--- src/hw/lsync_pkg.sv ---
// constants shared by the sync control block, its checker and its test bench
// assumes a 25 MHz bus clock and a 32-bit axi4-lite register bus
package lsync_pkg;

	// ****************************************
	// clock and timing
	// ****************************************
	localparam int unsigned CLK_HZ       = 25_000_000;
	localparam int unsigned TIMER_HZ     = 5_000_000;
	localparam int unsigned TICK_DIV     = CLK_HZ / TIMER_HZ;
	localparam int unsigned DIV_W        = $clog2(TICK_DIV);
	localparam int unsigned SELF_CLR_US  = 15;
	localparam int unsigned SELF_CLR_CYC = (SELF_CLR_US * (CLK_HZ / 1_000_000) + 0) < 1 ? 1 :
		SELF_CLR_US * (CLK_HZ / 1_000_000);
	localparam int unsigned CLR_W        = $clog2(SELF_CLR_CYC + 1);

	// ****************************************
	// register offsets
	// ****************************************
	localparam int unsigned ADDR_W        = 8;
	localparam logic [7:0]  OFS_CTRL      = 8'h00;
	localparam logic [7:0]  OFS_EDGE_CFG  = 8'h04;
	localparam logic [7:0]  OFS_TIMER     = 8'h08;
	localparam logic [7:0]  OFS_CMP       = 8'h0c;
	localparam logic [7:0]  OFS_STATUS    = 8'h10;

	// ****************************************
	// control bit positions
	// ****************************************
	localparam int unsigned CTL_UNIT_RST  = 0;
	localparam int unsigned CTL_EDGE_CLR  = 1;
	localparam int unsigned CTL_SYNC_EN   = 2;
	localparam int unsigned CTL_START_IE  = 3;
	localparam int unsigned CTL_STOP_IE   = 4;
	localparam int unsigned CTL_CMP_IE    = 5;
	localparam int unsigned CTL_MODE      = 6;
	localparam int unsigned CTL_EDGE_TYPE = 7;

	// ****************************************
	// fields, status bits, reset values
	// ****************************************
	localparam int unsigned CFG_START_LSB = 0;
	localparam int unsigned CFG_STOP_LSB  = 4;
	localparam int unsigned STA_START     = 1;
	localparam int unsigned STA_STOP      = 2;
	localparam int unsigned STA_CMP       = 3;
	localparam int unsigned TIMER_W       = 16;
	localparam logic [7:0]  CTRL_RESET    = 8'h00;
	localparam logic [7:0]  CFG_RESET     = 8'h32;
	localparam logic [15:0] CMP_RESET     = 16'h0000;
	localparam logic [1:0]  RESP_OKAY     = 2'h0;
	localparam logic [1:0]  RESP_SLVERR   = 2'h2;

endpackage : lsync_pkg

--- src/hw/lsync_pin_sync.sv ---
// three-stage synchroniser with agreement filter for the bus pin
// assumes the pin idles high, as a recessive single-wire bus does
`timescale 1ns/1ps
module lsync_pin_sync (
	// clock and reset
	input  wire logic aclk,
	input  wire logic aresetn,
	// pin side
	input  wire logic pin_in,
	// filtered level and edges
	output logic      level,
	output logic      rise,
	output logic      fall
);

	typedef struct packed {
		logic s1;
		logic s2;
		logic s3;
		logic level;
		logic rise;
		logic fall;
	} lsync_pin_s;

	localparam lsync_pin_s RST_S = '{s1: 1'b1, s2: 1'b1, s3: 1'b1, level: 1'b1, default: 1'b0};

	lsync_pin_s q;
	lsync_pin_s d;

	// ****************************************
	// next state
	// ****************************************
	always_comb begin
		d      = q;
		d.s1   = pin_in;
		d.s2   = q.s1;
		d.s3   = q.s2;
		d.rise = 1'b0;
		d.fall = 1'b0;
		// a change counts once stages two and three agree
		if ((q.s2 == q.s3) && (q.s2 != q.level)) begin
			d.level = q.s2;
			d.rise  = q.s2;
			d.fall  = ~q.s2;
		end
	end

	always_ff @(posedge aclk) begin
		if (!aresetn) begin
			q <= RST_S;
		end else begin
			q <= d;
		end
	end

	assign level = q.level;
	assign rise  = q.rise;
	assign fall  = q.fall;

endmodule : lsync_pin_sync

--- src/hw/lsync_core.sv ---
// sync timer control block with axi4-lite register slave
// assumes one 25 MHz clock and the bus receive pin on lin_rx
// What this block does
// edge-type bit picks falling or rising stop count
// mode bit selects LIN or pulse-width mode
// compare enable gates timer-equals-compare interrupt
// compare event sets status bit three
// software times pulse widths with compare events
// stop enable gates stop-condition interrupt
// start enable gates start-condition interrupt
// sync enable bit turns edge counting and the sync timer on
// edge-clear bit clears counters, self-clears after 15us
// reset bit defaults unit, self-clears after 15us
// sync timer counts at 5 MHz
// timer starts on configured falling edge, default second
// timer stops on configured edge count, default third
// timer holds final count until cleared or restarted by the next start event
//
// The register offsets and the AXI4-Lite slave port are this design's own decisions.
`timescale 1ns/1ps
module lsync_core (
	// clock and reset
	input  wire logic        aclk,
	input  wire logic        aresetn,
	// write address channel
	input  wire logic [7:0]  s_axi_awaddr,
	input  wire logic        s_axi_awvalid,
	output logic             s_axi_awready,
	// write data channel
	input  wire logic [31:0] s_axi_wdata,
	input  wire logic [3:0]  s_axi_wstrb,
	input  wire logic        s_axi_wvalid,
	output logic             s_axi_wready,
	// write response channel
	output logic [1:0]       s_axi_bresp,
	output logic             s_axi_bvalid,
	input  wire logic        s_axi_bready,
	// read address channel
	input  wire logic [7:0]  s_axi_araddr,
	input  wire logic        s_axi_arvalid,
	output logic             s_axi_arready,
	// read data channel
	output logic [31:0]      s_axi_rdata,
	output logic [1:0]       s_axi_rresp,
	output logic             s_axi_rvalid,
	input  wire logic        s_axi_rready,
	// bus pin and interrupt
	input  wire logic        lin_rx,
	output logic             sync_irq
);

	typedef struct packed {
		logic                              aw_full;
		logic [7:0]                        aw_addr;
		logic                              w_full;
		logic [31:0]                       w_data;
		logic [3:0]                        w_strb;
		logic                              awready;
		logic                              wready;
		logic                              bvalid;
		logic [1:0]                        bresp;
		logic                              arready;
		logic                              rvalid;
		logic [31:0]                       rdata;
		logic [1:0]                        rresp;
		logic [7:0]                        ctrl;
		logic [7:0]                        cfg;
		logic [15:0]                       cmp;
		logic [lsync_pkg::TIMER_W-1:0]     timer;
		logic [3:0]                        sta;
		logic [lsync_pkg::CLR_W-1:0]       clr_cnt;
		logic [lsync_pkg::CLR_W-1:0]       rst_cnt;
		logic [lsync_pkg::DIV_W-1:0]       div;
		logic                              running;
		logic [3:0]                        fall_cnt;
		logic [3:0]                        rise_cnt;
		logic                              irq;
	} lsync_state_s;

	localparam lsync_state_s RST_S = '{ctrl: lsync_pkg::CTRL_RESET,
		cfg: lsync_pkg::CFG_RESET, cmp: lsync_pkg::CMP_RESET, default: '0};
	localparam logic [lsync_pkg::CLR_W-1:0] CLR_LOAD = lsync_pkg::CLR_W'(lsync_pkg::SELF_CLR_CYC);
	localparam logic [lsync_pkg::DIV_W-1:0] DIV_LAST = lsync_pkg::DIV_W'(lsync_pkg::TICK_DIV - 1);

	lsync_state_s q;
	lsync_state_s d;
	logic         pin_rise;
	logic         pin_fall;

	// ****************************************
	// helpers
	// ****************************************
	function automatic logic is_mapped(input logic [7:0] a);
		is_mapped = (a == lsync_pkg::OFS_CTRL) || (a == lsync_pkg::OFS_EDGE_CFG) ||
			(a == lsync_pkg::OFS_TIMER) || (a == lsync_pkg::OFS_CMP) ||
			(a == lsync_pkg::OFS_STATUS);
	endfunction : is_mapped

	function automatic logic [31:0] wmerge(input logic [31:0] old, input logic [31:0] nw,
		input logic [3:0] strb);
		for (int i = 0; i < 4; i++) begin
			wmerge[i*8 +: 8] = strb[i] ? nw[i*8 +: 8] : old[i*8 +: 8];
		end
	endfunction : wmerge

	function automatic logic [3:0] sat_inc(input logic [3:0] v);
		sat_inc = (v == 4'hf) ? v : v + 4'h1;
	endfunction : sat_inc

	// ****************************************
	// pin front end
	// ****************************************
	lsync_pin_sync i_lsync_pin_sync (
		.aclk    (aclk),
		.aresetn (aresetn),
		.pin_in  (lin_rx),
		.level   (),
		.rise    (pin_rise),
		.fall    (pin_fall)
	);

	// ****************************************
	// next state
	// ****************************************
	always_comb begin
		logic        aw_take;
		logic        w_take;
		logic [7:0]  wa;
		logic [31:0] wd;
		logic [3:0]  ws;
		logic [31:0] nv;
		logic        tick;
		logic        en;
		logic        start_ev;
		logic        stop_ev;
		logic        cmp_ev;
		logic [3:0]  nf;
		logic [3:0]  nr;
		logic [15:0] nt;
		aw_take  = s_axi_awvalid & q.awready;
		w_take   = s_axi_wvalid & q.wready;
		wa       = q.aw_full ? q.aw_addr : s_axi_awaddr;
		wd       = q.w_full ? q.w_data : s_axi_wdata;
		ws       = q.w_full ? q.w_strb : s_axi_wstrb;
		nv       = 32'h0;
		start_ev = 1'b0;
		stop_ev  = 1'b0;
		cmp_ev   = 1'b0;
		nf       = sat_inc(q.fall_cnt);
		nr       = sat_inc(q.rise_cnt);
		nt       = q.timer + 16'h1;
		tick     = (q.div == DIV_LAST);
		en       = q.ctrl[lsync_pkg::CTL_SYNC_EN] & ~q.ctrl[lsync_pkg::CTL_UNIT_RST];
		d        = q;

		// self-clearing control bits
		if (q.clr_cnt != '0) begin
			d.clr_cnt = q.clr_cnt - 1'b1;
			if (q.clr_cnt == 1) d.ctrl[lsync_pkg::CTL_EDGE_CLR] = 1'b0;
		end
		if (q.rst_cnt != '0) begin
			d.rst_cnt = q.rst_cnt - 1'b1;
			if (q.rst_cnt == 1) d.ctrl[lsync_pkg::CTL_UNIT_RST] = 1'b0;
		end

		// write channels
		if (aw_take) begin
			d.aw_full = 1'b1;
			d.aw_addr = s_axi_awaddr;
		end
		if (w_take) begin
			d.w_full = 1'b1;
			d.w_data = s_axi_wdata;
			d.w_strb = s_axi_wstrb;
		end
		if (q.bvalid && s_axi_bready) d.bvalid = 1'b0;
		if ((q.aw_full | aw_take) && (q.w_full | w_take) && !q.bvalid) begin
			d.aw_full = 1'b0;
			d.w_full  = 1'b0;
			d.bvalid  = 1'b1;
			d.bresp   = is_mapped(wa) ? lsync_pkg::RESP_OKAY : lsync_pkg::RESP_SLVERR;
			case (wa)
				lsync_pkg::OFS_CTRL: begin
					nv     = wmerge({24'h0, q.ctrl}, wd, ws);
					d.ctrl = nv[7:0] | (d.ctrl & 8'h03);
					if (ws[0] && wd[lsync_pkg::CTL_EDGE_CLR]) d.clr_cnt = CLR_LOAD;
					if (ws[0] && wd[lsync_pkg::CTL_UNIT_RST]) d.rst_cnt = CLR_LOAD;
				end
				lsync_pkg::OFS_EDGE_CFG: begin
					nv    = wmerge({24'h0, q.cfg}, wd, ws);
					d.cfg = nv[7:0];
				end
				lsync_pkg::OFS_CMP: begin
					nv    = wmerge({16'h0, q.cmp}, wd, ws);
					d.cmp = nv[15:0];
				end
				lsync_pkg::OFS_STATUS: begin
					nv    = wmerge(32'h0, wd, ws);
					d.sta = q.sta & ~nv[3:0];
				end
				default: nv = 32'h0;
			endcase
		end
		// read channels
		if (q.rvalid && s_axi_rready) d.rvalid = 1'b0;
		if (s_axi_arvalid && q.arready) begin
			d.rvalid = 1'b1;
			d.rresp  = is_mapped(s_axi_araddr) ? lsync_pkg::RESP_OKAY : lsync_pkg::RESP_SLVERR;
			case (s_axi_araddr)
				lsync_pkg::OFS_CTRL:     d.rdata = {24'h0, q.ctrl};
				lsync_pkg::OFS_EDGE_CFG: d.rdata = {24'h0, q.cfg};
				lsync_pkg::OFS_TIMER:    d.rdata = {16'h0, q.timer};
				lsync_pkg::OFS_CMP:      d.rdata = {16'h0, q.cmp};
				lsync_pkg::OFS_STATUS:   d.rdata = {28'h0, q.sta};
				default:                 d.rdata = 32'h0;
			endcase
		end

		// 5 MHz timer tick, edge counting and sync timer
		d.div = tick ? '0 : q.div + 1'b1;
		if (en) begin
			if (!q.ctrl[lsync_pkg::CTL_MODE]) begin
				if (pin_fall) d.fall_cnt = nf;
				if (pin_rise) d.rise_cnt = nr;
				start_ev = pin_fall && (nf == q.cfg[lsync_pkg::CFG_START_LSB +: 4]);
				if (q.ctrl[lsync_pkg::CTL_EDGE_TYPE]) begin
					stop_ev = q.running && pin_rise &&
						(nr == q.cfg[lsync_pkg::CFG_STOP_LSB +: 4]);
				end else begin
					stop_ev = q.running && pin_fall &&
						(nf == q.cfg[lsync_pkg::CFG_STOP_LSB +: 4]);
				end
			end else begin
				start_ev = pin_fall;
				stop_ev  = q.running && pin_rise;
			end
			if (start_ev) begin
				d.timer   = '0;
				d.running = 1'b1;
			end else if (stop_ev) begin
				d.running = 1'b0;
			end else if (q.running && tick) begin
				d.timer = nt;
				cmp_ev  = q.ctrl[lsync_pkg::CTL_CMP_IE] && (nt == q.cmp);
			end
		end
		// status flags, set wins over clear
		if (start_ev) d.sta[lsync_pkg::STA_START] = 1'b1;
		if (stop_ev)  d.sta[lsync_pkg::STA_STOP]  = 1'b1;
		if (cmp_ev)   d.sta[lsync_pkg::STA_CMP]   = 1'b1;
		// edge counter clear
		if (q.ctrl[lsync_pkg::CTL_EDGE_CLR]) begin
			d.fall_cnt = 4'h0;
			d.rise_cnt = 4'h0;
			d.timer    = '0;
			d.running  = 1'b0;
		end
		// unit reset back to defaults
		if (q.ctrl[lsync_pkg::CTL_UNIT_RST]) begin
			d.ctrl      = (d.ctrl & 8'h03) | (lsync_pkg::CTRL_RESET & 8'hfc);
			d.cfg       = lsync_pkg::CFG_RESET;
			d.cmp       = lsync_pkg::CMP_RESET;
			d.sta       = 4'h0;
			d.fall_cnt  = 4'h0;
			d.rise_cnt  = 4'h0;
			d.timer     = '0;
			d.running   = 1'b0;
		end
		// interrupt gating
		d.irq = (d.sta[lsync_pkg::STA_START] & d.ctrl[lsync_pkg::CTL_START_IE]) |
			(d.sta[lsync_pkg::STA_STOP] & d.ctrl[lsync_pkg::CTL_STOP_IE]) |
			(d.sta[lsync_pkg::STA_CMP] & d.ctrl[lsync_pkg::CTL_CMP_IE]);
		// ready flags
		d.awready = ~d.aw_full & ~d.bvalid;
		d.wready  = ~d.w_full & ~d.bvalid;
		d.arready = ~d.rvalid;
	end

	always_ff @(posedge aclk) begin
		if (!aresetn) begin
			q <= RST_S;
		end else begin
			q <= d;
		end
	end

	// ****************************************
	// outputs
	// ****************************************
	assign s_axi_awready = q.awready;
	assign s_axi_wready  = q.wready;
	assign s_axi_bvalid  = q.bvalid;
	assign s_axi_bresp   = q.bresp;
	assign s_axi_arready = q.arready;
	assign s_axi_rvalid  = q.rvalid;
	assign s_axi_rdata   = q.rdata;
	assign s_axi_rresp   = q.rresp;
	assign sync_irq      = q.irq;

endmodule : lsync_core

--- config.mk ---
export PLATFORM = sky130hd
export DESIGN_NAME = lsync_core
export DESIGN_NICKNAME = d
export VERILOG_FILES = /design/src/hw/lsync_pkg.sv /design/src/hw/lsync_pin_sync.sv /design/src/hw/lsync_core.sv
export SDC_FILE = /design/constraint.sdc
export NUM_CORES = 1
export LEC_CHECK = 0
export BUFFER_PORTS_ARGS = -buffer_cell sky130_fd_sc_hd__buf_2
export CAP_MARGIN = 20
export CORE_MARGIN = 3
export CORE_UTILIZATION = 35
export DETAILED_ROUTE_END_ITERATION = 6
export HOLD_SLACK_MARGIN = 0.08
export PLACE_DENSITY = 0.49
export SYNTH_ARGS = -nofsm -noshare
export SYNTH_HDL_FRONTEND = slang
export SYNTH_SLANG_ARGS = --single-unit
--- constraint.sdc ---
create_clock -name aclk -period 2.9 [get_ports aclk]
set_clock_uncertainty 0.2 [all_clocks]
set_input_delay 0.29 -clock aclk [delete_from_list [all_inputs] [get_ports aclk]]
set_output_delay 0.29 -clock aclk [all_outputs]
set_load 0.1 [all_outputs]
==> results.cfg <==
[timing]
timing_hold_violations_final = 0
slew_headroom_pct = 37.0
period_minus_slack_ns = 2.68
min_period_over_period_pct = 92.6
worst_slew_pin_slew_ns = 0.921
fmax_ghz = 0.373
fin_setup_tns_ns = 0
rsz0062_at_grt = false
slew_violations = 0
final-setup-viol-count = 0

[detailed_routing]
first_pass_iters = 5
routed_wl_um = 19400
drt_iter0_drc = 312
ant_nets = 0
vias = 6314
viasPerCell = 5.08
post_drt_wl_per_cell_um = 15.7
route.detailed.drc = 0

[worst_setup_path]
crit_type = flip-flop to flip-flop
reg2reg_depth = 8
critPathLaunchType = flip-flop
crit_start = q[5]
cp.arrival_ns = 2.79
reg2reg_slack_ns = 0.22
critPathRequiredTime_ns = 3.00
endpoint_kind = flip-flop
crit_path_max_fanout = 7
regToRegEndpoint = sync_irq
timing.rr.start = q[5]

[floorplanning]
die_area_um2 = 23000
num_rows = 52
pin_count = 102
start_util_pct = 36.2
die_x_um = 152
core_region_area_um2 = 20600
die_h_um = 152

[yosys]
synth_edf_count = 0
netlist-cell-type-count = 79
synth_commonest_cells = 140 x dfxtp_1, 99 x nand2_1, 78 x nor2_1
yosysTopAreaCellShare_pct = 37.7
yosysTopAreaCell = dfxtp_1
synth_area_per_cell_um2 = 8.47
synth_area_um2 = 7440
yosys_warnings = 0
synthArstFlopShare_pct = 0
yosysMostFrequentCell = dfxtp_1
netlist_instances = 879
yosysSeqAreaShare_pct = 37.7
synthFlopType = dfxtp_1
ys_top_cells_by_area = dfxtp_1 38%, a21oi_1 5.0%, nand2_1 5.0%
synth_seq_cells = 140

[grt]
met3_usage_pct = 3.19
globalRouteMet1Util_pct = 24.4
grt_pass1_wl_um = 31400
overflow = 0
grt_max_degree = 65
grt_pass1_vias = 5888
antenna_found_initial = 0
grt_util_met2_pct = 24.9
grt.busiest_layer = met2
track_usage_pct = 16.5

[placed_design]
dp_hpwl_um = 14200
portBuffers = 65
place_area_um2 = 7910
gp_congestion = 0.808
place_inst = 1179

[clock_network]
htree_levels = 4
cts_tree = done
clock_latency_ns = 0.43
numCtsBuffers = 17
cts-root-buf = clkbuf_16
clk_path_buf_depth = 2
clk_pin_slew_ns = 0.06
cts_num_sinks = 140

[layout]
design_area_um2 = 8790
finalNetCount = 1028
final_cells = 1242
syn_to_final_growth_pct = 18.1
antenna_cells = 0
drive_gt1_share_pct = 18.2
fillerInstances = 2106

[worst_hold_path]
hold_depth = 3
hp-start = aresetn
hold_end = i_lsync_pin_sync.d[3]
worstHoldPathType = primary input to flip-flop

[power_and_ir_drop]
p_leak_nw = 3.42
ir_worst_vdd_v = 0.000398
total_power_mw = 5.21
p_per_area_nw_per_um2 = 593

[run]
maxCapViolCount = 0

[outcome]
status = complete, no violations
==> routing by layer <==
metal	wire, um	part of all wire, %
met5	0	0
met4	239	1.2
met3	655	3.4
met2	8490	44
met1	10100	52
==> worst max-delay path, stage by stage (launching register included) <==
cell      delay, ns
dfxtp_1        0.32
ha_1           0.34
xor2_1         0.15
or3_1          0.33
a211oi_2       0.35
a21oi_2        0.12
o211a_1        0.33
a31oi_1        0.31
o211ai_1       0.12
==> power breakdown <==
part | switching (mW) | internal, mW | leakage (nW)
Combinational | 0.589 | 0.389 | 2.01
Clock | 0.952 | 1.15 | 0.275
Sequential | 0.0950 | 2.04 | 1.14
Total | 1.64 | 3.58 | 3.42
==> placed cells by master (no fill, tap or decap), drive strengths merged, types with 10 or more instances in the layout <==
cell         netlist  routed
nand2             99      99
xor2              19      19
or3               12      12
nor2              79      79
xnor2             26      26
dfxtp            140     140
mux2i             28      28
nand2b            15      15
conb               1      18
o21ai             26      26
a22oi             12      12
nor3              19      19
inv               26      34
nor3b             10      10
buf               59      96
clkbuf            24      18
a31oi             14      14
nand3             37      37
dlygate4sd3        0      31
nor4              13      13
a211oi            12      12
a21oi             76      76
mux2              16      16
==> worst max path at each step <==
stage,endpoint
CTS,sync_irq
floorplan,sync_irq
global placement,sync_irq
detailed placement,sync_irq
finish,sync_irq
global route,sync_irq
==> final cells by class <==
cell class,count,area (um^2),area share [%]
Tap cell,270,338,3.84
Timing Repair Buffer,127,881,10.0
Inverter,26,97.6,1.11
Clock buffer,18,439,5.00
Clock inverter,14,129,1.47
Multi-Input combinational cell,647,4100,46.7
Sequential cell,140,2800,31.9
==> repair_timing <==
item	in CTS	in global routing
gates resized for setup	0	1
setup endpoints to repair	0	3
hold endpoints to repair	42	0
hold buffers	31	0
setup buffers	0	0
==> flip-flops by register name, indices dropped and copies added (netlist names), named ones only <==
name                    count
s_axi_rvalid                1
i_lsync_pin_sync.q          1
s_axi_arready               1
i_lsync_pin_sync.rise       1
sync_irq                    1
s_axi_bresp                 1
i_lsync_pin_sync.fall       1
i_lsync_pin_sync.level      1
s_axi_rresp                 1
i_lsync_pin_sync.d          2
s_axi_awready               1
s_axi_rdata                16
s_axi_bvalid                1
q                         109
s_axi_wready                1
==> stage by stage <==
stage / util, % / hold WS, ns / setup slack, ns
detailed placement: 38.5 / 0.192 / 0.186
global placement: 38.5 / 0.195 / 0.187
finish: 42.7 / 0.135 / 0.216
global route: 42.7 / 0.139 / 0.0453
CTS: 42.7 / 0.130 / 0.183
floorplan: - / 0.163 / 0.0253
==> kinds of logic (layout without fill, tap and decap cells) <==
logic type,Yosys count,count (layout),share of synthesized area [%]
AOI/OAI and AO/OA,193,193,17.4
xor gates and xnor gates,45,45,5.30
adders and majority gates,9,9,1.51
buffers and inverters,109,185,8.14
DFF,140,140,37.7
muxes,48,48,7.50
other,1,18,0.0504
and+or+nand+nor,334,334,22.4
Power figures use the tool's default switching activity.
